## src/rsc_pkg.sv

```systemverilog
package rsc_pkg;

  // register addresses on the serial link
  localparam logic [7:0] RSC_OFS_SLICE    = 8'h01;
  localparam logic [7:0] RSC_OFS_EMPH     = 8'h02;
  localparam logic [7:0] RSC_OFS_SWING    = 8'h03;
  localparam logic [7:0] RSC_OFS_BW0      = 8'h04;
  localparam logic [7:0] RSC_OFS_LOSS0    = 8'h08;
  localparam logic [7:0] RSC_OFS_BW_RB    = 8'h0E;
  localparam logic [7:0] RSC_OFS_LOSS_RB  = 8'h0F;
  localparam logic [7:0] RSC_UNMAPPED_VAL = 8'h00;

  // field layout and values after reset
  localparam int unsigned RSC_USE_BIT    = 7;
  localparam int unsigned RSC_BW_W       = 4;
  localparam int unsigned RSC_LOSS_W     = 7;
  localparam logic [7:0]  RSC_RESET_VAL  = 8'h00;
  localparam logic [7:0]  RSC_THR_ZERO   = 8'h80;

  // fixed defaults used while a select bit is clear
  localparam logic [3:0][13:0] RSC_BW_DEF_MHZ =
    {14'h2328, 14'h20D0, 14'h1DB0, 14'h0960};
  localparam logic [3:0][7:0] RSC_LOSS_DEF_MVPP =
    {8'h1A, 8'h1A, 8'h12, 8'h0F};
  localparam logic [3:0] RSC_BW_DEF_CODE   = 4'hF;
  localparam logic [6:0] RSC_LOSS_DEF_CODE = 7'h00;

  // output swing in mVpp
  localparam logic [9:0] RSC_SWING_LOW  = 10'h15E;
  localparam logic [9:0] RSC_SWING_MID  = 10'h28A;
  localparam logic [9:0] RSC_SWING_HIGH = 10'h352;

  typedef enum logic [3:0] {
    RSC_ST_IDLE      = 4'h0,
    RSC_ST_ADDR      = 4'h1,
    RSC_ST_ADDR_ACK  = 4'h3,
    RSC_ST_PTR       = 4'h2,
    RSC_ST_PTR_ACK   = 4'h6,
    RSC_ST_WDATA     = 4'h7,
    RSC_ST_WDATA_ACK = 4'h5,
    RSC_ST_RDATA     = 4'h4,
    RSC_ST_RDATA_ACK = 4'hC
  } rsc_state_type;

  typedef struct packed {
    logic       shift_pos;
    logic       shift_neg;
    logic [6:0] shift_mag;
    logic [3:0] emph_db;
    logic       emph_valid;
    logic [9:0] swing_mvpp;
  } rsc_codes_type;

  typedef struct packed {
    logic [1:0]  index;
    logic        use_field;
    logic [3:0]  setting;
    logic [13:0] default_mhz;
  } rsc_bw_type;

  typedef struct packed {
    logic [1:0] index;
    logic       use_field;
    logic [6:0] level;
    logic [7:0] default_mvpp;
  } rsc_loss_type;

endpackage

```

## src/rsc_code_decode.sv

```systemverilog
`timescale 1ns/100ps
module rsc_code_decode
  import rsc_pkg::*;
(
  // stored codes
  input  wire logic [7:0] slice_threshold_code_i,
  input  wire logic [3:0] emphasis_code_i,
  input  wire logic [1:0] swing_code_i,
  // decoded settings
  output rsc_codes_type   codes_o
);

  always_comb begin
    codes_o = '0;
    if (slice_threshold_code_i == RSC_THR_ZERO) begin
      codes_o.shift_mag = 7'h00;
    end else if (slice_threshold_code_i < RSC_THR_ZERO) begin
      codes_o.shift_pos = 1'b1;
      codes_o.shift_mag = 7'(RSC_THR_ZERO - slice_threshold_code_i);
    end else begin
      codes_o.shift_neg = 1'b1;
      codes_o.shift_mag = 7'(slice_threshold_code_i - RSC_THR_ZERO);
    end
    // unlisted emphasis codes give 0 dB and flag the code invalid
    codes_o.emph_valid = 1'b1;
    case (emphasis_code_i)
      4'h0: codes_o.emph_db = 4'h0;
      4'h1: codes_o.emph_db = 4'h1;
      4'h3: codes_o.emph_db = 4'h2;
      4'h4: codes_o.emph_db = 4'h3;
      4'h5: codes_o.emph_db = 4'h4;
      4'h7: codes_o.emph_db = 4'h5;
      4'hC: codes_o.emph_db = 4'h6;
      4'hD: codes_o.emph_db = 4'h7;
      4'hF: codes_o.emph_db = 4'h8;
      default: begin
        codes_o.emph_db    = 4'h0;
        codes_o.emph_valid = 1'b0;
      end
    endcase
    case (swing_code_i)
      2'h0:    codes_o.swing_mvpp = RSC_SWING_LOW;
      2'h3:    codes_o.swing_mvpp = RSC_SWING_HIGH;
      default: codes_o.swing_mvpp = RSC_SWING_MID;
    endcase
  end

endmodule

```

## src/rsc_rate_pick.sv

```systemverilog
`timescale 1ns/100ps
module rsc_rate_pick
  import rsc_pkg::*;
#(
  parameter int unsigned FIELD_W = 4,
  parameter int unsigned PHYS_W  = 14
)(
  // rate pins
  input  wire logic                         pin_high_i,
  input  wire logic                         pin_low_i,
  input  wire logic                         pins_open_i,
  // candidate registers
  input  wire logic [3:0]                   use_field_i,
  input  wire logic [3:0][FIELD_W-1:0]      field_i,
  input  wire logic [3:0][PHYS_W-1:0]       default_i,
  input  wire logic [FIELD_W-1:0]           default_code_i,
  // chosen register
  output logic [1:0]                        index_o,
  output logic                              use_field_o,
  output logic [FIELD_W-1:0]                setting_o,
  output logic [PHYS_W-1:0]                 default_o
);

  initial begin
    if (FIELD_W < 1 || FIELD_W > 7 || PHYS_W < 1) begin
      $error("rsc_rate_pick: unsupported widths");
    end
  end

  // floating pins fall back to the fourth register
  always_comb begin
    if (pins_open_i) begin
      index_o = 2'h3;
    end else if (!pin_high_i && !pin_low_i) begin
      index_o = 2'h0;
    end else if (!pin_high_i && pin_low_i) begin
      index_o = 2'h1;
    end else if (pin_high_i && pin_low_i) begin
      index_o = 2'h2;
    end else begin
      index_o = 2'h3;
    end
    use_field_o = use_field_i[index_o];
    default_o   = default_i[index_o];
    setting_o   = use_field_o ? field_i[index_o] : default_code_i;
  end

endmodule

```

## src/rsc_config_bank.sv

```systemverilog
`timescale 1ns/100ps
module rsc_config_bank
  import rsc_pkg::*;
#(
  parameter logic [6:0] DEV_ADDR = 7'h2A  // arbitrary link address
)(
  // clock and reset
  input  wire logic    clock_i,
  input  wire logic    sys_rst_i,
  // two-wire serial link
  input  wire logic    scl_i,
  input  wire logic    sda_i,
  output logic         sda_o,
  output logic         sda_oe_n_o,
  // rate pins
  input  wire logic    speed_pin_high_i,
  input  wire logic    speed_pin_low_i,
  input  wire logic    speed_pins_open_i,
  // applied settings
  output rsc_codes_type codes_o,
  output rsc_bw_type    bw_o,
  output rsc_loss_type  loss_o
);

  initial begin
    if (DEV_ADDR == 7'h00 || DEV_ADDR[6:3] == 4'hF) begin
      $error("rsc_config_bank: reserved link address");
    end
  end

  // link sampling
  logic              scl_d_r;
  logic              sda_d_r;
  logic              scl_rise;
  logic              scl_fall;
  logic              start_seen;
  logic              stop_seen;

  // link engine
  rsc_state_type     state_r;
  logic [7:0]        shift_r;
  logic [7:0]        tx_r;
  logic [2:0]        bit_cnt_r;
  logic              byte_full_r;
  logic              nack_r;
  logic [7:0]        ptr_r;
  logic              addr_match;
  logic              wr_en;
  logic [7:0]        rd_data;

  // stored registers
  logic [7:0]        slice_threshold_code_r;
  logic [3:0]        emphasis_code_r;
  logic [1:0]        swing_code_r;
  logic [3:0]        bw_use_r;
  logic [3:0][3:0]   bw_field_r;
  logic [3:0]        loss_use_r;
  logic [3:0][6:0]   loss_field_r;

  // selection results
  rsc_codes_type     codes_nxt;
  logic [1:0]        bw_index;
  logic              bw_use_sel;
  logic [3:0]        applied_bandwidth_readback;
  logic [13:0]       bw_default;
  logic [1:0]        loss_index;
  logic              loss_use_sel;
  logic [6:0]        applied_loss_level_readback;
  logic [7:0]        loss_default;

  // pins are synchronous to clock_i, so one stage gives edges
  always_ff @(posedge clock_i or posedge sys_rst_i) begin
    if (sys_rst_i) begin
      scl_d_r <= 1'b1;
      sda_d_r <= 1'b1;
    end else begin
      scl_d_r <= scl_i;
      sda_d_r <= sda_i;
    end
  end

  // start and stop win over bit handling so a cut frame resynchronises
  assign scl_rise   = scl_i && !scl_d_r;
  assign scl_fall   = !scl_i && scl_d_r;
  assign start_seen = scl_i && scl_d_r && sda_d_r && !sda_i;
  assign stop_seen  = scl_i && scl_d_r && !sda_d_r && sda_i;
  assign addr_match = (shift_r[7:1] == DEV_ADDR);

  // a data byte commits on the falling edge after its eighth bit
  assign wr_en = (state_r == RSC_ST_WDATA) && scl_fall && byte_full_r
                 && !start_seen && !stop_seen;

  always_ff @(posedge clock_i or posedge sys_rst_i) begin
    if (sys_rst_i) begin
      state_r     <= RSC_ST_IDLE;
      shift_r     <= 8'h00;
      tx_r        <= 8'h00;
      bit_cnt_r   <= 3'h0;
      byte_full_r <= 1'b0;
      nack_r      <= 1'b0;
      ptr_r       <= 8'h00;
    end else if (start_seen) begin
      state_r     <= RSC_ST_ADDR;
      bit_cnt_r   <= 3'h0;
      byte_full_r <= 1'b0;
    end else if (stop_seen) begin
      state_r     <= RSC_ST_IDLE;
      byte_full_r <= 1'b0;
    end else begin
      case (state_r)
        RSC_ST_ADDR, RSC_ST_PTR, RSC_ST_WDATA: begin
          if (scl_rise) begin
            shift_r     <= {shift_r[6:0], sda_i};
            bit_cnt_r   <= bit_cnt_r + 3'h1;
            byte_full_r <= (bit_cnt_r == 3'h7);
          end else if (scl_fall && byte_full_r) begin
            byte_full_r <= 1'b0;
            if (state_r == RSC_ST_ADDR) begin
              // a foreign address leaves the bus alone until next start
              state_r <= addr_match ? RSC_ST_ADDR_ACK : RSC_ST_IDLE;
            end else if (state_r == RSC_ST_PTR) begin
              ptr_r   <= shift_r;
              state_r <= RSC_ST_PTR_ACK;
            end else begin
              ptr_r   <= ptr_r + 8'h01;
              state_r <= RSC_ST_WDATA_ACK;
            end
          end
        end
        RSC_ST_ADDR_ACK: begin
          if (scl_fall) begin
            bit_cnt_r <= 3'h0;
            if (shift_r[0]) begin
              tx_r    <= rd_data;
              ptr_r   <= ptr_r + 8'h01;
              state_r <= RSC_ST_RDATA;
            end else begin
              state_r <= RSC_ST_PTR;
            end
          end
        end
        RSC_ST_PTR_ACK, RSC_ST_WDATA_ACK: begin
          if (scl_fall) begin
            bit_cnt_r <= 3'h0;
            state_r   <= RSC_ST_WDATA;
          end
        end
        RSC_ST_RDATA: begin
          if (scl_fall) begin
            tx_r      <= {tx_r[6:0], 1'b0};
            bit_cnt_r <= bit_cnt_r + 3'h1;
            if (bit_cnt_r == 3'h7) begin
              state_r <= RSC_ST_RDATA_ACK;
            end
          end
        end
        RSC_ST_RDATA_ACK: begin
          if (scl_rise) begin
            nack_r <= sda_i;
          end else if (scl_fall) begin
            bit_cnt_r <= 3'h0;
            if (nack_r) begin
              state_r <= RSC_ST_IDLE;
            end else begin
              tx_r    <= rd_data;
              ptr_r   <= ptr_r + 8'h01;
              state_r <= RSC_ST_RDATA;
            end
          end
        end
        default: begin
          state_r <= RSC_ST_IDLE;
        end
      endcase
    end
  end

  // open drain: only ever pull low, release otherwise
  assign sda_o = 1'b0;

  always_comb begin
    case (state_r)
      RSC_ST_ADDR_ACK,
      RSC_ST_PTR_ACK,
      RSC_ST_WDATA_ACK: sda_oe_n_o = 1'b0;
      RSC_ST_RDATA:     sda_oe_n_o = tx_r[7];
      default:          sda_oe_n_o = 1'b1;
    endcase
  end

  // writes keep only defined bits; readback and unmapped are ignored
  always_ff @(posedge clock_i or posedge sys_rst_i) begin
    if (sys_rst_i) begin
      slice_threshold_code_r <= RSC_RESET_VAL;
      emphasis_code_r        <= RSC_RESET_VAL[3:0];
      swing_code_r           <= RSC_RESET_VAL[1:0];
    end else if (wr_en) begin
      if (ptr_r == RSC_OFS_SLICE) begin
        slice_threshold_code_r <= shift_r;
      end else if (ptr_r == RSC_OFS_EMPH) begin
        emphasis_code_r <= shift_r[3:0];
      end else if (ptr_r == RSC_OFS_SWING) begin
        swing_code_r <= shift_r[1:0];
      end
    end
  end

  for (genvar g = 0; g < 4; g++) begin : g_sel_regs
    localparam logic [7:0] BW_OFS   = RSC_OFS_BW0 + 8'(g);
    localparam logic [7:0] LOSS_OFS = RSC_OFS_LOSS0 + 8'(g);
    always_ff @(posedge clock_i or posedge sys_rst_i) begin
      if (sys_rst_i) begin
        bw_use_r[g]     <= RSC_RESET_VAL[RSC_USE_BIT];
        bw_field_r[g]   <= RSC_RESET_VAL[RSC_BW_W-1:0];
        loss_use_r[g]   <= RSC_RESET_VAL[RSC_USE_BIT];
        loss_field_r[g] <= RSC_RESET_VAL[RSC_LOSS_W-1:0];
      end else if (wr_en && ptr_r == BW_OFS) begin
        bw_use_r[g]   <= shift_r[RSC_USE_BIT];
        bw_field_r[g] <= shift_r[RSC_BW_W-1:0];
      end else if (wr_en && ptr_r == LOSS_OFS) begin
        loss_use_r[g]   <= shift_r[RSC_USE_BIT];
        loss_field_r[g] <= shift_r[RSC_LOSS_W-1:0];
      end
    end
  end

  // read mux, addressed by the auto-incrementing pointer
  always_comb begin
    if (ptr_r == RSC_OFS_SLICE) begin
      rd_data = slice_threshold_code_r;
    end else if (ptr_r == RSC_OFS_EMPH) begin
      rd_data = {4'h0, emphasis_code_r};
    end else if (ptr_r == RSC_OFS_SWING) begin
      rd_data = {6'h00, swing_code_r};
    end else if (ptr_r >= RSC_OFS_BW0 && ptr_r < RSC_OFS_LOSS0) begin
      rd_data = {bw_use_r[ptr_r[1:0]], 3'h0, bw_field_r[ptr_r[1:0]]};
    end else if (ptr_r >= RSC_OFS_LOSS0
                 && ptr_r < RSC_OFS_LOSS0 + 8'h04) begin
      rd_data = {loss_use_r[ptr_r[1:0]], loss_field_r[ptr_r[1:0]]};
    end else if (ptr_r == RSC_OFS_BW_RB) begin
      rd_data = {4'h0, applied_bandwidth_readback};
    end else if (ptr_r == RSC_OFS_LOSS_RB) begin
      rd_data = {1'b0, applied_loss_level_readback};
    end else begin
      rd_data = RSC_UNMAPPED_VAL;
    end
  end

  rsc_code_decode u_decode (
    .slice_threshold_code_i (slice_threshold_code_r),
    .emphasis_code_i        (emphasis_code_r),
    .swing_code_i           (swing_code_r),
    .codes_o                (codes_nxt)
  );

  // bandwidth register chosen by the rate pins
  rsc_rate_pick #(
    .FIELD_W (RSC_BW_W),
    .PHYS_W  (14)
  ) u_bw_pick (
    .pin_high_i     (speed_pin_high_i),
    .pin_low_i      (speed_pin_low_i),
    .pins_open_i    (speed_pins_open_i),
    .use_field_i    (bw_use_r),
    .field_i        (bw_field_r),
    .default_i      (RSC_BW_DEF_MHZ),
    .default_code_i (RSC_BW_DEF_CODE),
    .index_o        (bw_index),
    .use_field_o    (bw_use_sel),
    .setting_o      (applied_bandwidth_readback),
    .default_o      (bw_default)
  );

  // loss register follows the same pin decode
  // floating pins pick the same slot here as for bandwidth, on purpose
  rsc_rate_pick #(
    .FIELD_W (RSC_LOSS_W),
    .PHYS_W  (8)
  ) u_loss_pick (
    .pin_high_i     (speed_pin_high_i),
    .pin_low_i      (speed_pin_low_i),
    .pins_open_i    (speed_pins_open_i),
    .use_field_i    (loss_use_r),
    .field_i        (loss_field_r),
    .default_i      (RSC_LOSS_DEF_MVPP),
    .default_code_i (RSC_LOSS_DEF_CODE),
    .index_o        (loss_index),
    .use_field_o    (loss_use_sel),
    .setting_o      (applied_loss_level_readback),
    .default_o      (loss_default)
  );

  // settings to the analogue side change one clock after the cause
  always_ff @(posedge clock_i or posedge sys_rst_i) begin
    if (sys_rst_i) begin
      codes_o <= '0;
    end else begin
      codes_o <= codes_nxt;
    end
  end

  // the pins may move at any time, so the choice is taken every clock
  always_ff @(posedge clock_i or posedge sys_rst_i) begin
    if (sys_rst_i) begin
      bw_o <= '0;
    end else begin
      bw_o.index       <= bw_index;
      bw_o.use_field   <= bw_use_sel;
      bw_o.setting     <= applied_bandwidth_readback;
      bw_o.default_mhz <= bw_default;
    end
  end

  always_ff @(posedge clock_i or posedge sys_rst_i) begin
    if (sys_rst_i) begin
      loss_o <= '0;
    end else begin
      loss_o.index        <= loss_index;
      loss_o.use_field    <= loss_use_sel;
      loss_o.level        <= applied_loss_level_readback;
      loss_o.default_mvpp <= loss_default;
    end
  end

endmodule

```

## config.mk

```make
export PLATFORM = sky130hd
export DESIGN_NAME = rsc_config_bank
export DESIGN_NICKNAME = d
export VERILOG_FILES = /design/src/rsc_pkg.sv /design/src/rsc_code_decode.sv /design/src/rsc_rate_pick.sv /design/src/rsc_config_bank.sv
export SDC_FILE = /design/constraint.sdc
export NUM_CORES = 1
export LEC_CHECK = 0
export BUFFER_PORTS_ARGS = -buffer_cell sky130_fd_sc_hd__buf_4
export CORE_MARGIN = 5
export CORE_UTILIZATION = 40
export DETAILED_ROUTE_END_ITERATION = 10
export PLACE_DENSITY = 0.7
export SLEW_MARGIN = 20
export SYNTH_ARGS = -nofsm -noshare
export SYNTH_HDL_FRONTEND = slang
export SYNTH_SLANG_ARGS = --single-unit
```

## constraint.sdc

```tcl
create_clock -name clock_i -period 4.5 [get_ports clock_i]
set_clock_uncertainty 0.05 [all_clocks]
set_input_delay 0 -clock clock_i [delete_from_list [all_inputs] [get_ports clock_i]]
set_output_delay 0 -clock clock_i [all_outputs]
set_load 0.005 [all_outputs]
```

==> results.sh, run 1 <==
export IMPL_die_area_um2=21800
export IMPL_areaGrowthSynthToFinish_pct=15.8
export IMPL_design_area_um2=8780
export IMPL_cp_max_fo=15
export IMPL_yosysTopAreaCell="dfrtp_1"
export IMPL_synthArstFlopShare_pct=100
export IMPL_fin_setup_tns_ps=0
export IMPL_crit_buf_inv=3
export IMPL_insertion_delay_ps=430
export IMPL_critPathCaptureType="register"
export IMPL_num_vias=5649
export IMPL_period_share_pct=64.7
export IMPL_synthTopCellsByArea="dfrtp_1 (47%), mux2_1 (10%), mux4_2 (3.9%), nand2_1 (3.2%), a21oi_1 (2.2%)"
export IMPL_hpwl_um=12600
export IMPL_ant_nets=0
export IMPL_worst_ir_drop_vdd_mv=0.280
export IMPL_min_delay_path_class="input port to async pin"
export IMPL_cts_root_buf="clkbuf_16"
export IMPL_wl_per_cell_um=18.8
export IMPL_cts_max_level=4
export IMPL_path_cells="dlygate4sd3_1, buf_4, inv_1, ha_1, or2_1, a211oi_1, a221oi_4, nor3b_1, o221ai_1, a31o_1"
export IMPL_rows=50
export IMPL_drc=0
export IMPL_tritoncts="yes"
export IMPL_seq_area_frac_synth_pct=47.9
export IMPL_grt_pass1_wl_um=30500
export IMPL_max_slew_margin_pct=41.9
export IMPL_synth_cells=700
export IMPL_seq_area_um2=3630
export IMPL_rsz0062_at_grt="false"
export IMPL_portBuffers=62
export IMPL_fmax_mhz=344
export IMPL_netlist_top_cells_count="dfrtp_1 (143), mux2_1 (70), nand2_1 (65)"
export IMPL_crit_path_top_delay_cell="ha_1"
export IMPL_gp_congestion=0.908
export IMPL_reg2reg_depth=7
export IMPL_r2r_start="ptr_r[1]"
export IMPL_rrSetupSlack_ps=1660
export IMPL_initial_utilization_pct=40.5
export IMPL_synthFlopType="dfrtp_1"
export IMPL_cts_path_max_buffers=2
export IMPL_antenna_cells=0
export IMPL_arrival_ps=3170
export IMPL_ys_warn_count=0
export IMPL_nets=757
export IMPL_cpPeakStageDelay_ps=700
export IMPL_synthDominantCellAreaShare_pct=47.2
export IMPL_multi_input_area_um2=3540
export IMPL_clock_sinks=145
export IMPL_viasPerCell=5.74
export IMPL_finalCriticalPeriod_ps=2910
export IMPL_setup_viol=0
export IMPL_drive_above_1_share_pct=18.4
export IMPL_avgSynthCellArea_um2=10.8
export IMPL_synth_area_um2=7580
export IMPL_cpLargestDelayFamily="compound AO/OA/AOI/OAI gates"
export IMPL_synth_edf_count=0
export IMPL_die_w_um=148
export IMPL_hold_viol=0
export IMPL_grtUsageTotal_pct=17.6
export IMPL_worst_slew_pin_slew_ps=871
export IMPL_core_area_um2=18700
export IMPL_start_kind="input port"
export IMPL_status="completed"
export IMPL_worstSetupPathType="input port to register"
export IMPL_p_leak_nw=4.02
export IMPL_ys_ff_latch=145
export IMPL_routed_wl_um=18500
export IMPL_cts_inserted_buffers=17
export IMPL_die_h_um=148
export IMPL_r2r_end="tx_r[3]"
export IMPL_grt_antenna_before_repair=0
export IMPL_yosysMostFrequentCell="dfrtp_1"
export IMPL_worst_ep_required_time_ps=4760
export IMPL_fill_cells=1694
export IMPL_placed_area_um2=8080
export IMPL_drt_iter0_drc=586
export IMPL_maxCapViolations=0
export IMPL_ys_types=85
export IMPL_grt_start_max_net_pins=110
export IMPL_slew_violations=0
export IMPL_firstDrtPassIters=5
export IMPL_grt_pass1_vias=5575
export IMPL_pwr_density_cell_nw_per_um2=356
export IMPL_cts_reportedPaths_clkPinSlew_ps=60
export IMPL_pin_count=72
export IMPL_overflow=0
## worst reg2reg max path: cells and delay by family, from the launching register on
family,cells,cell delay [ps]
flops,1,910
simple gates,4,1000
compound gates,2,260
fa+ha+maj,1,570
## registers in the layout (all words and copies together) (netlist names)
signal	cells
ptr_r	8
bw_use_r	4
bw_field_r	16
loss_o	12
byte_full_r	1
shift_r	8
tx_r	8
state_r	4
bit_cnt_r	3
codes_o	20
swing_code_r	2
bw_o	12
emphasis_code_r	4
sda_d_r	1
loss_field_r	28
nack_r	1
slice_threshold_code_r	8
loss_use_r	4
scl_d_r	1
## through the flow
| step | total power [mW] | hold slack, ps | setup WS, ps | utilization [%] | instances |
|---|---|---|---|---|---|
| 2_1_floorplan | 1.52 | -45.5 | 559 | - | 708 |
| 3_3_place_gp | 1.59 | 102 | 1800 | 43.2 | 947 |
| 3_5_place_dp | 1.59 | 103 | 1730 | 43.2 | 947 |
| 4_1_cts | 3.15 | 219 | 1670 | 46.9 | 984 |
| 5_1_grt | 3.23 | 230 | 1410 | 46.9 | 984 |
| 6_report | 3.12 | 154 | 1590 | 46.9 | 984 |
## final cells by class
cell class | count | share of cell area [%]
sequential | 145 | 41.4
timing repair buffer | 71 | 6.24
multi-input combinational | 470 | 40.3
inverter | 33 | 1.50
tap | 234 | 3.33
clock buffer | 19 | 4.93
clock inverter | 12 | 2.35
## worst max-delay path by stage
| stage | cells past startpoint | startpoint | endpoint |
|---|---|---|---|
| after floorplan | 1 | sys_rst_i | bit_cnt_r[0] |
| after global placement | 7 | ptr_r[1] | tx_r[3] |
| after detailed placement | 7 | ptr_r[1] | tx_r[3] |
| after CTS | 10 | speed_pin_low_i | tx_r[2] |
| after global routing | 10 | speed_pin_low_i | tx_r[2] |
| final | 10 | speed_pin_low_i | tx_r[2] |
## cells in the final DEF, fill, tap and decap left out, drive strengths merged, types with 13 or more instances in the layout
| cell type | n |
|---|---|
| nand3 | 13 |
| dfrtp | 143 |
| o21ai | 41 |
| mux4 | 13 |
| inv | 35 |
| nor2 | 40 |
| a21oi | 35 |
| nand2 | 65 |
| nor2b | 15 |
| clkbuf | 19 |
| mux2 | 81 |
| buf | 65 |
## where the power goes
group / internal, mW / total (mW) / switching [mW]
Sequential: 1.34 / 1.38 / 0.0462
Clock: 0.985 / 1.55 / 0.565
Combinational: 0.0753 / 0.188 / 0.113
Total: 2.40 / 3.12 / 0.724
## timing repair
action,4_1_cts,5_1_grt
setup buffers,0,0
hold buffers,6,0
endpoints found under the hold margin,116,0
gates resized for setup,0,0
## cells by family (layout without fill, tap and decap cells)
| group | count (synthesis) | count (layout) | share of synthesized area, % |
|---|---|---|---|
| and+or+nand+nor | 198 | 198 | 14.1 |
| DFF | 145 | 145 | 47.9 |
| AOI/OAI and AO/OA | 143 | 143 | 12.5 |
| muxes | 99 | 99 | 16.6 |
| buffers and inverters | 93 | 135 | 5.83 |
| adders and majority gates | 13 | 13 | 2.11 |
| xor gates and xnor gates | 7 | 7 | 0.809 |
| other | 2 | 10 | 0.0991 |
## per-layer routing
layer / share of wire (%) / global-route usage (%) / wire length [um] / up-vias
met2: 48 / 27.7 / 8970 / 202
met3: 5.8 / 3.53 / 1080 / 29
met5: 0 / 0 / 0 / -
met1: 44 / 24.4 / 8210 / 2848
met4: 1.5 / 5.73 / 285 / 0
li1: - / - / - / 2570
No activity file was read; power rests on OpenSTA's default activity.
==> inputs of run 2 (changes only) <==
- ABC_AREA: default -> 1
- clock period: 4.5 -> 2.7 ns (I/O delays scaled with it)
==> run 2 against run 1 <==
Net effect:
- synthesized cell count up 28%
- clock power rose by 50%
- first-iteration DRC count shrank 2.4%
- core utilization grew 0.73 points
- register-to-register slack lost 1300 ps
- cell count grew 22%
- via count is 9.6% higher
- sequential share of layout area is 1.1 points higher
- routed wire length down 0.77%
- power increased by 110%
- hold slack got worse by 130 ps
==> results.sh, run 2 <==
export IMPL_synthDominantCellAreaShare_pct=49.1
export IMPL_drive_above_1_share_pct=15.6
export IMPL_worst_slew_pin_slew_ps=663
export IMPL_synthTopCellsByArea="dfrtp_1 (49%), nand2_1 (12%), o21ai_0 (7.6%), inv_1 (5.0%), nor2_1 (3.1%)"
export IMPL_tritoncts="yes"
export IMPL_critPathCaptureType="register"
export IMPL_ys_ff_latch=145
export IMPL_largest_register_ffs=28
export IMPL_portBuffers=62
export IMPL_finalCriticalPeriod_ps=2300
export IMPL_hold_ws_ps=21.1
export IMPL_grt_pass1_wl_um=30300
export IMPL_die_h_um=145
export IMPL_clock_sinks=145
export IMPL_max_slew_margin_pct=55.5
export IMPL_hold_buffers=5
export IMPL_placed_area_um2=7930
export IMPL_maxCapViolations=0
export IMPL_die_area_um2=21000
export IMPL_cts_max_level=4
export IMPL_cts_reportedPaths_clkPinSlew_ps=60
export IMPL_yosysTopAreaCell="dfrtp_1"
export IMPL_grtUsageTotal_pct=17.5
export IMPL_cts_repair_resize_count=0
export IMPL_wl_per_cell_um=15.3
export IMPL_worst_ep_required_time_ps=3000
export IMPL_nets=979
export IMPL_cts_inserted_buffers=17
export IMPL_place_inst=1165
export IMPL_start_kind="register"
export IMPL_insertion_delay_ps=430
export IMPL_cp_max_fo=16
export IMPL_cts_root_buf="clkbuf_16"
export IMPL_num_vias=6193
export IMPL_period_share_pct=85.4
export IMPL_die_w_um=145
export IMPL_antenna_cells=0
export IMPL_fill_cells=1724
export IMPL_most_common_layout_cells="nand2_1 (236), dfrtp_1 (143), o21ai_0 (111), inv_1 (97), buf_4 (78)"
export IMPL_drc=0
export IMPL_worstSetupPathType="register to register"
export IMPL_pwr_density_cell_nw_per_um2=783
export IMPL_grt_antenna_before_repair=0
export IMPL_core_area_um2=18000
export IMPL_ys_warn_count=0
export IMPL_grt_start_max_net_pins=119
export IMPL_fmax_mhz=434
export IMPL_seq_area_frac_synth_pct=49.8
export IMPL_synth_cells=898
export IMPL_netlist_top_cells_count="nand2_1 (236), dfrtp_1 (143), o21ai_0 (111)"
export IMPL_overflow=0
export IMPL_final_common_cell="nand2_1"
export IMPL_cts_setup_buffers=0
export IMPL_synth_edf_count=0
export IMPL_arrival_ps=2600
export IMPL_firstDrtPassIters=6
export IMPL_fin_cells=1202
export IMPL_routed_wl_um=18400
export IMPL_status="completed"
export IMPL_areaGrowthSynthToFinish_pct=17.4
export IMPL_p_leak_nw=4.08
export IMPL_design_area_um2=8560
export IMPL_yosysMostFrequentCell="nand2_1"
export IMPL_ant_nets=0
export IMPL_cts_path_max_buffers=2
export IMPL_setup_viol=0
export IMPL_min_delay_path_class="input port to register"
export IMPL_grt_pass1_vias=5873
export IMPL_hpwl_um=12800
export IMPL_ys_types=45
export IMPL_worst_ir_drop_vdd_mv=0.482
export IMPL_fin_setup_tns_ps=0
export IMPL_initial_utilization_pct=40.6
export IMPL_viasPerCell=5.15
export IMPL_hold_viol=0
export IMPL_synth_area_um2=7290
export IMPL_drt_iter0_drc=572
export IMPL_rows=49
export IMPL_avgSynthCellArea_um2=8.12
export IMPL_top_regs="loss_field_r x28, codes_o x20, bw_field_r x16"
export IMPL_rsz0062_at_grt="false"
export IMPL_pin_count=72
export IMPL_synthArstFlopShare_pct=100
export IMPL_synthFlopType="dfrtp_1"
export IMPL_gp_congestion=0.885
export IMPL_regMostFlops="loss_field_r"
export IMPL_slew_violations=0
-- run 2: cell types whose count changed in the layout (fill, tap and decap cells not counted), moves of 9 or more --
cell	delta
nand2_1	+171
o21ai_0	+93
mux2_1	-70
inv_1	+67
nand3_1	+32
nor2_1	+23
nor2b_1	-15
buf_4	+13
mux4_2	-13
mux2_2	-11
nand3_2	+9
-- run 2: per-stage QoR --
stage	setup WS (ps)	total power, mW	util, %
after CTS	415	6.71	47.7
after global routing	126	7.08	47.7
after detailed placement	438	4.37	44.1
after floorplan	446	3.84	-
final	395	6.70	47.7
after global placement	449	4.35	44.1
-- run 2: cell type report --
| type | instances | area [um^2] | area share, % |
|---|---|---|---|
| clock inverter | 14 | 145 | 1.70 |
| multi-input combinational | 608 | 3010 | 35.2 |
| inverter | 104 | 394 | 4.60 |
| sequential | 145 | 3630 | 42.4 |
| clock buffer | 18 | 439 | 5.13 |
| tap | 229 | 287 | 3.35 |
| timing repair buffer | 84 | 656 | 7.66 |
-- run 2: cell families (layout without fill, tap and decap cells) --
logic type | after synthesis | count (layout) | synth area share, %
buffers and inverters | 153 | 220 | 9.32
xor gates and xnor gates | 5 | 5 | 0.601
other | 2 | 10 | 0.103
AOI/OAI and AO/OA | 199 | 199 | 15.0
DFF | 145 | 145 | 49.8
adders and majority gates | 12 | 12 | 2.06
and+or+nand+nor | 382 | 382 | 23.1
-- run 2: final timing paths --
path | from | to | slack [ps] | cells past startpoint
min in group asynchronous | sys_rst_i | bw_field_r[4] | 190 | 4
worst max register to register | scl_d_r | ptr_r[4] | 400 | 8
worst max-delay path | scl_d_r | ptr_r[4] | 400 | 8
max in group asynchronous | sys_rst_i | byte_full_r | 1850 | 4
worst min register to register | shift_r[7] | shift_r[7] | 430 | 2
worst min-delay path | speed_pin_low_i | bw_o[13] | 20 | 3
-- run 2: metal layers --
metal	GRT usage [%]	share of wire [%]	vias to the layer above
li1	-	-	3032
met1	23.6	44	2895
met2	28.2	48	233
met3	3.52	6.1	33
met4	6.59	2.1	0
met5	0	0	-
-- run 2: worst max-delay path: stages, from the launching register on --
cell and delay [ps]:
dfstp_2 520, inv_1 40, nor2_1 300, nand2_1 240, nand2_1 160, nand2_1 90, nor3_4 440, o21ai_0 200
a22oi_1 170
-- run 2: where the power goes --
| group | switching, mW | internal (mW) |
|---|---|---|
| registers | 0.173 | 2.37 |
| logic | 1.25 | 0.575 |
| clock network | 1.01 | 1.32 |
| total | 2.43 | 4.27 |
==> inputs of run 3 (changes only) <==
- clock period: 2.7 -> 2.9 ns (I/O delays scaled with it)
==> run 3 against run 2 <==
Net effect:
- core utilization fell by 0.098 points
- count of clock-buffer cells in the layout rose by 1
- sequential share of layout area rose by 0.087 points
- clock power fell by 3%
- combinational power fell by 10%
- global-route usage rose by 0.66 points
==> results.sh, run 3 (synthesis gave the netlist of run 2 again) <==
export IMPL_crit_path_top_delay_cell="dfrtp_1"
export IMPL_viasPerCell=5.21
export IMPL_cts_reportedPaths_clkPinSlew_ps=60
export IMPL_use_met1_pct=24.1
export IMPL_fin_setup_tns_ps=0
export IMPL_wl_per_cell_um=15.5
export IMPL_die_w_um=145
export IMPL_antenna_cells=0
export IMPL_grt_antenna_before_repair=0
export IMPL_slew_violations=0
export IMPL_nets=975
export IMPL_hold_viol=0
export IMPL_arrival_ps=2660
export IMPL_drc=0
export IMPL_largest_register_ffs=28
export IMPL_cts_path_max_buffers=2
export IMPL_worst_ep_required_time_ps=3130
export IMPL_grtUsageTotal_pct=18.2
export IMPL_grt_pass1_wl_um=31400
export IMPL_worst_ir_drop_vdd_mv=0.425
export IMPL_gr_usage_met2_pct=29.1
export IMPL_pin_count=72
export IMPL_clock_sinks=145
export IMPL_worstSetupPathType="register to register"
export IMPL_num_vias=6224
export IMPL_design_area_um2=8540
export IMPL_die_area_um2=21000
export IMPL_startpoint="ptr_r[1]"
export IMPL_p_leak_nw=4.06
export IMPL_critPathCaptureType="register"
export IMPL_hold_ws_ps=39.0
export IMPL_regMostFlops="loss_field_r"
export IMPL_pwr_density_cell_nw_per_um2=737
export IMPL_gr_usage_met3_pct=3.43
export IMPL_period_share_pct=83.8
export IMPL_grt_start_max_net_pins=73
export IMPL_holdPathStages=4
export IMPL_most_common_layout_cells="nand2_1 (236), dfrtp_1 (143), o21ai_0 (111), inv_1 (97), buf_4 (74)"
export IMPL_rrSetupSlack_ps=470
export IMPL_cts_inserted_buffers=17
export IMPL_hold_path_endpoint="bw_o[6]"
export IMPL_ant_nets=0
export IMPL_grt_busiest_layer="met2"
export IMPL_path_cells="ha_1, inv_1, nor3_2, nand3_1, nand2_1, o21ai_0"
export IMPL_overflow=0
export IMPL_placed_area_um2=7900
export IMPL_drt_iter0_drc=606
export IMPL_initial_utilization_pct=40.6
export IMPL_cts_max_level=4
export IMPL_start_kind="register"
export IMPL_top_regs="loss_field_r x28, codes_o x20, bw_field_r x16"
export IMPL_cpPeakStageDelay_ps=740
export IMPL_setup_viol=0
export IMPL_rows=49
export IMPL_maxCapViolations=0
export IMPL_portBuffers=62
export IMPL_insertion_delay_ps=420
export IMPL_areaGrowthSynthToFinish_pct=17.2
export IMPL_min_delay_path_class="input port to register"
export IMPL_cpLargestDelayFamily="simple AND/OR/NAND/NOR gates"
export IMPL_drive_above_1_share_pct=14.8
export IMPL_worst_slew_pin_slew_ps=866
export IMPL_utilization_pct=47.6
export IMPL_fill_cells=1697
export IMPL_final_common_cell="nand2_1"
export IMPL_rsz0062_at_grt="false"
export IMPL_firstDrtPassIters=5
export IMPL_r2r_end="emphasis_code_r[3]"
export IMPL_tritoncts="yes"
export IMPL_cts_root_buf="clkbuf_16"
export IMPL_status="completed"
export IMPL_die_h_um=145
export IMPL_cts_setup_buffers=0
export IMPL_finalCriticalPeriod_ps=2430
export IMPL_grt_pass1_vias=6084
export IMPL_reg2reg_depth=6
export IMPL_r2r_start="ptr_r[1]"
export IMPL_crit_buf_inv=1
export IMPL_fmax_mhz=411
export IMPL_core_area_um2=18000
export IMPL_gp_congestion=0.882
export IMPL_cp_max_fo=16
export IMPL_routed_wl_um=18500
export IMPL_max_slew_margin_pct=42.2
export IMPL_hpwl_um=12900
export IMPL_hold_start="speed_pin_low_i"
[run 3: cell count changes in the layout (fill, tap and decap cells not counted), sizes merged]
cell      change
clkinvlp      -1
bufinv        +3
clkinv        +1
buf           -4
inv           -7
clkbuf        +1
[run 3: worst max path at each step]
stage / end / slack (ps) / cells after the start
after floorplan: emphasis_code_r[1] / 650 / 10
after global placement: ptr_r[2] / 650 / 8
after detailed placement: tx_r[1] / 590 / 14
after CTS: emphasis_code_r[3] / 530 / 5
after global routing: tx_r[1] / 250 / 14
final: emphasis_code_r[3] / 470 / 6
[run 3: worst min-delay path: cells and delay by family]
family	cells	cell delay [ps]
fa+ha+maj	1	180
buf+inv	2	180
simple gates	1	100
[run 3: repair_timing]
action / CTS / global route
setup endpoints to repair: 0 / 0
hold endpoints to repair: 45 / 0
hold buffers: 5 / 0
resized for setup: 0 / 0
[run 3: per-layer routing]
metal  vias up  part of all wire (%)
li1       3016                     -
met1      2960                    44
met2       200                    48
met3        48                   5.4
met4         0                   3.2
met5         -                     0
[run 3: cell type report]
| type | instances | area, um^2 | share of cell area [%] |
|---|---|---|---|
| clock buffers | 19 | 433 | 5.07 |
| clock inverters | 10 | 164 | 1.92 |
| inverters | 104 | 394 | 4.61 |
| multi-input cells | 608 | 3010 | 35.2 |
| flip-flops and latches | 145 | 3630 | 42.5 |
| well taps | 229 | 287 | 3.35 |
| repair buffers | 80 | 626 | 7.32 |
[run 3: power breakdown]
part           switching (mW)  internal [mW]  leakage (nW)
sequential              0.197           2.21          1.91
clock                   0.827           1.42         0.289
combinational            1.13          0.507          1.86
[run 3: through the flow]
stage | std cells | power [mW] | setup WS (ps)
global placement | 1161 | 4.01 | 654
finish | 1195 | 6.29 | 469
CTS | 1195 | 6.31 | 525
global route | 1195 | 6.65 | 250
floorplan | 906 | 3.57 | 646
detailed placement | 1161 | 4.04 | 591
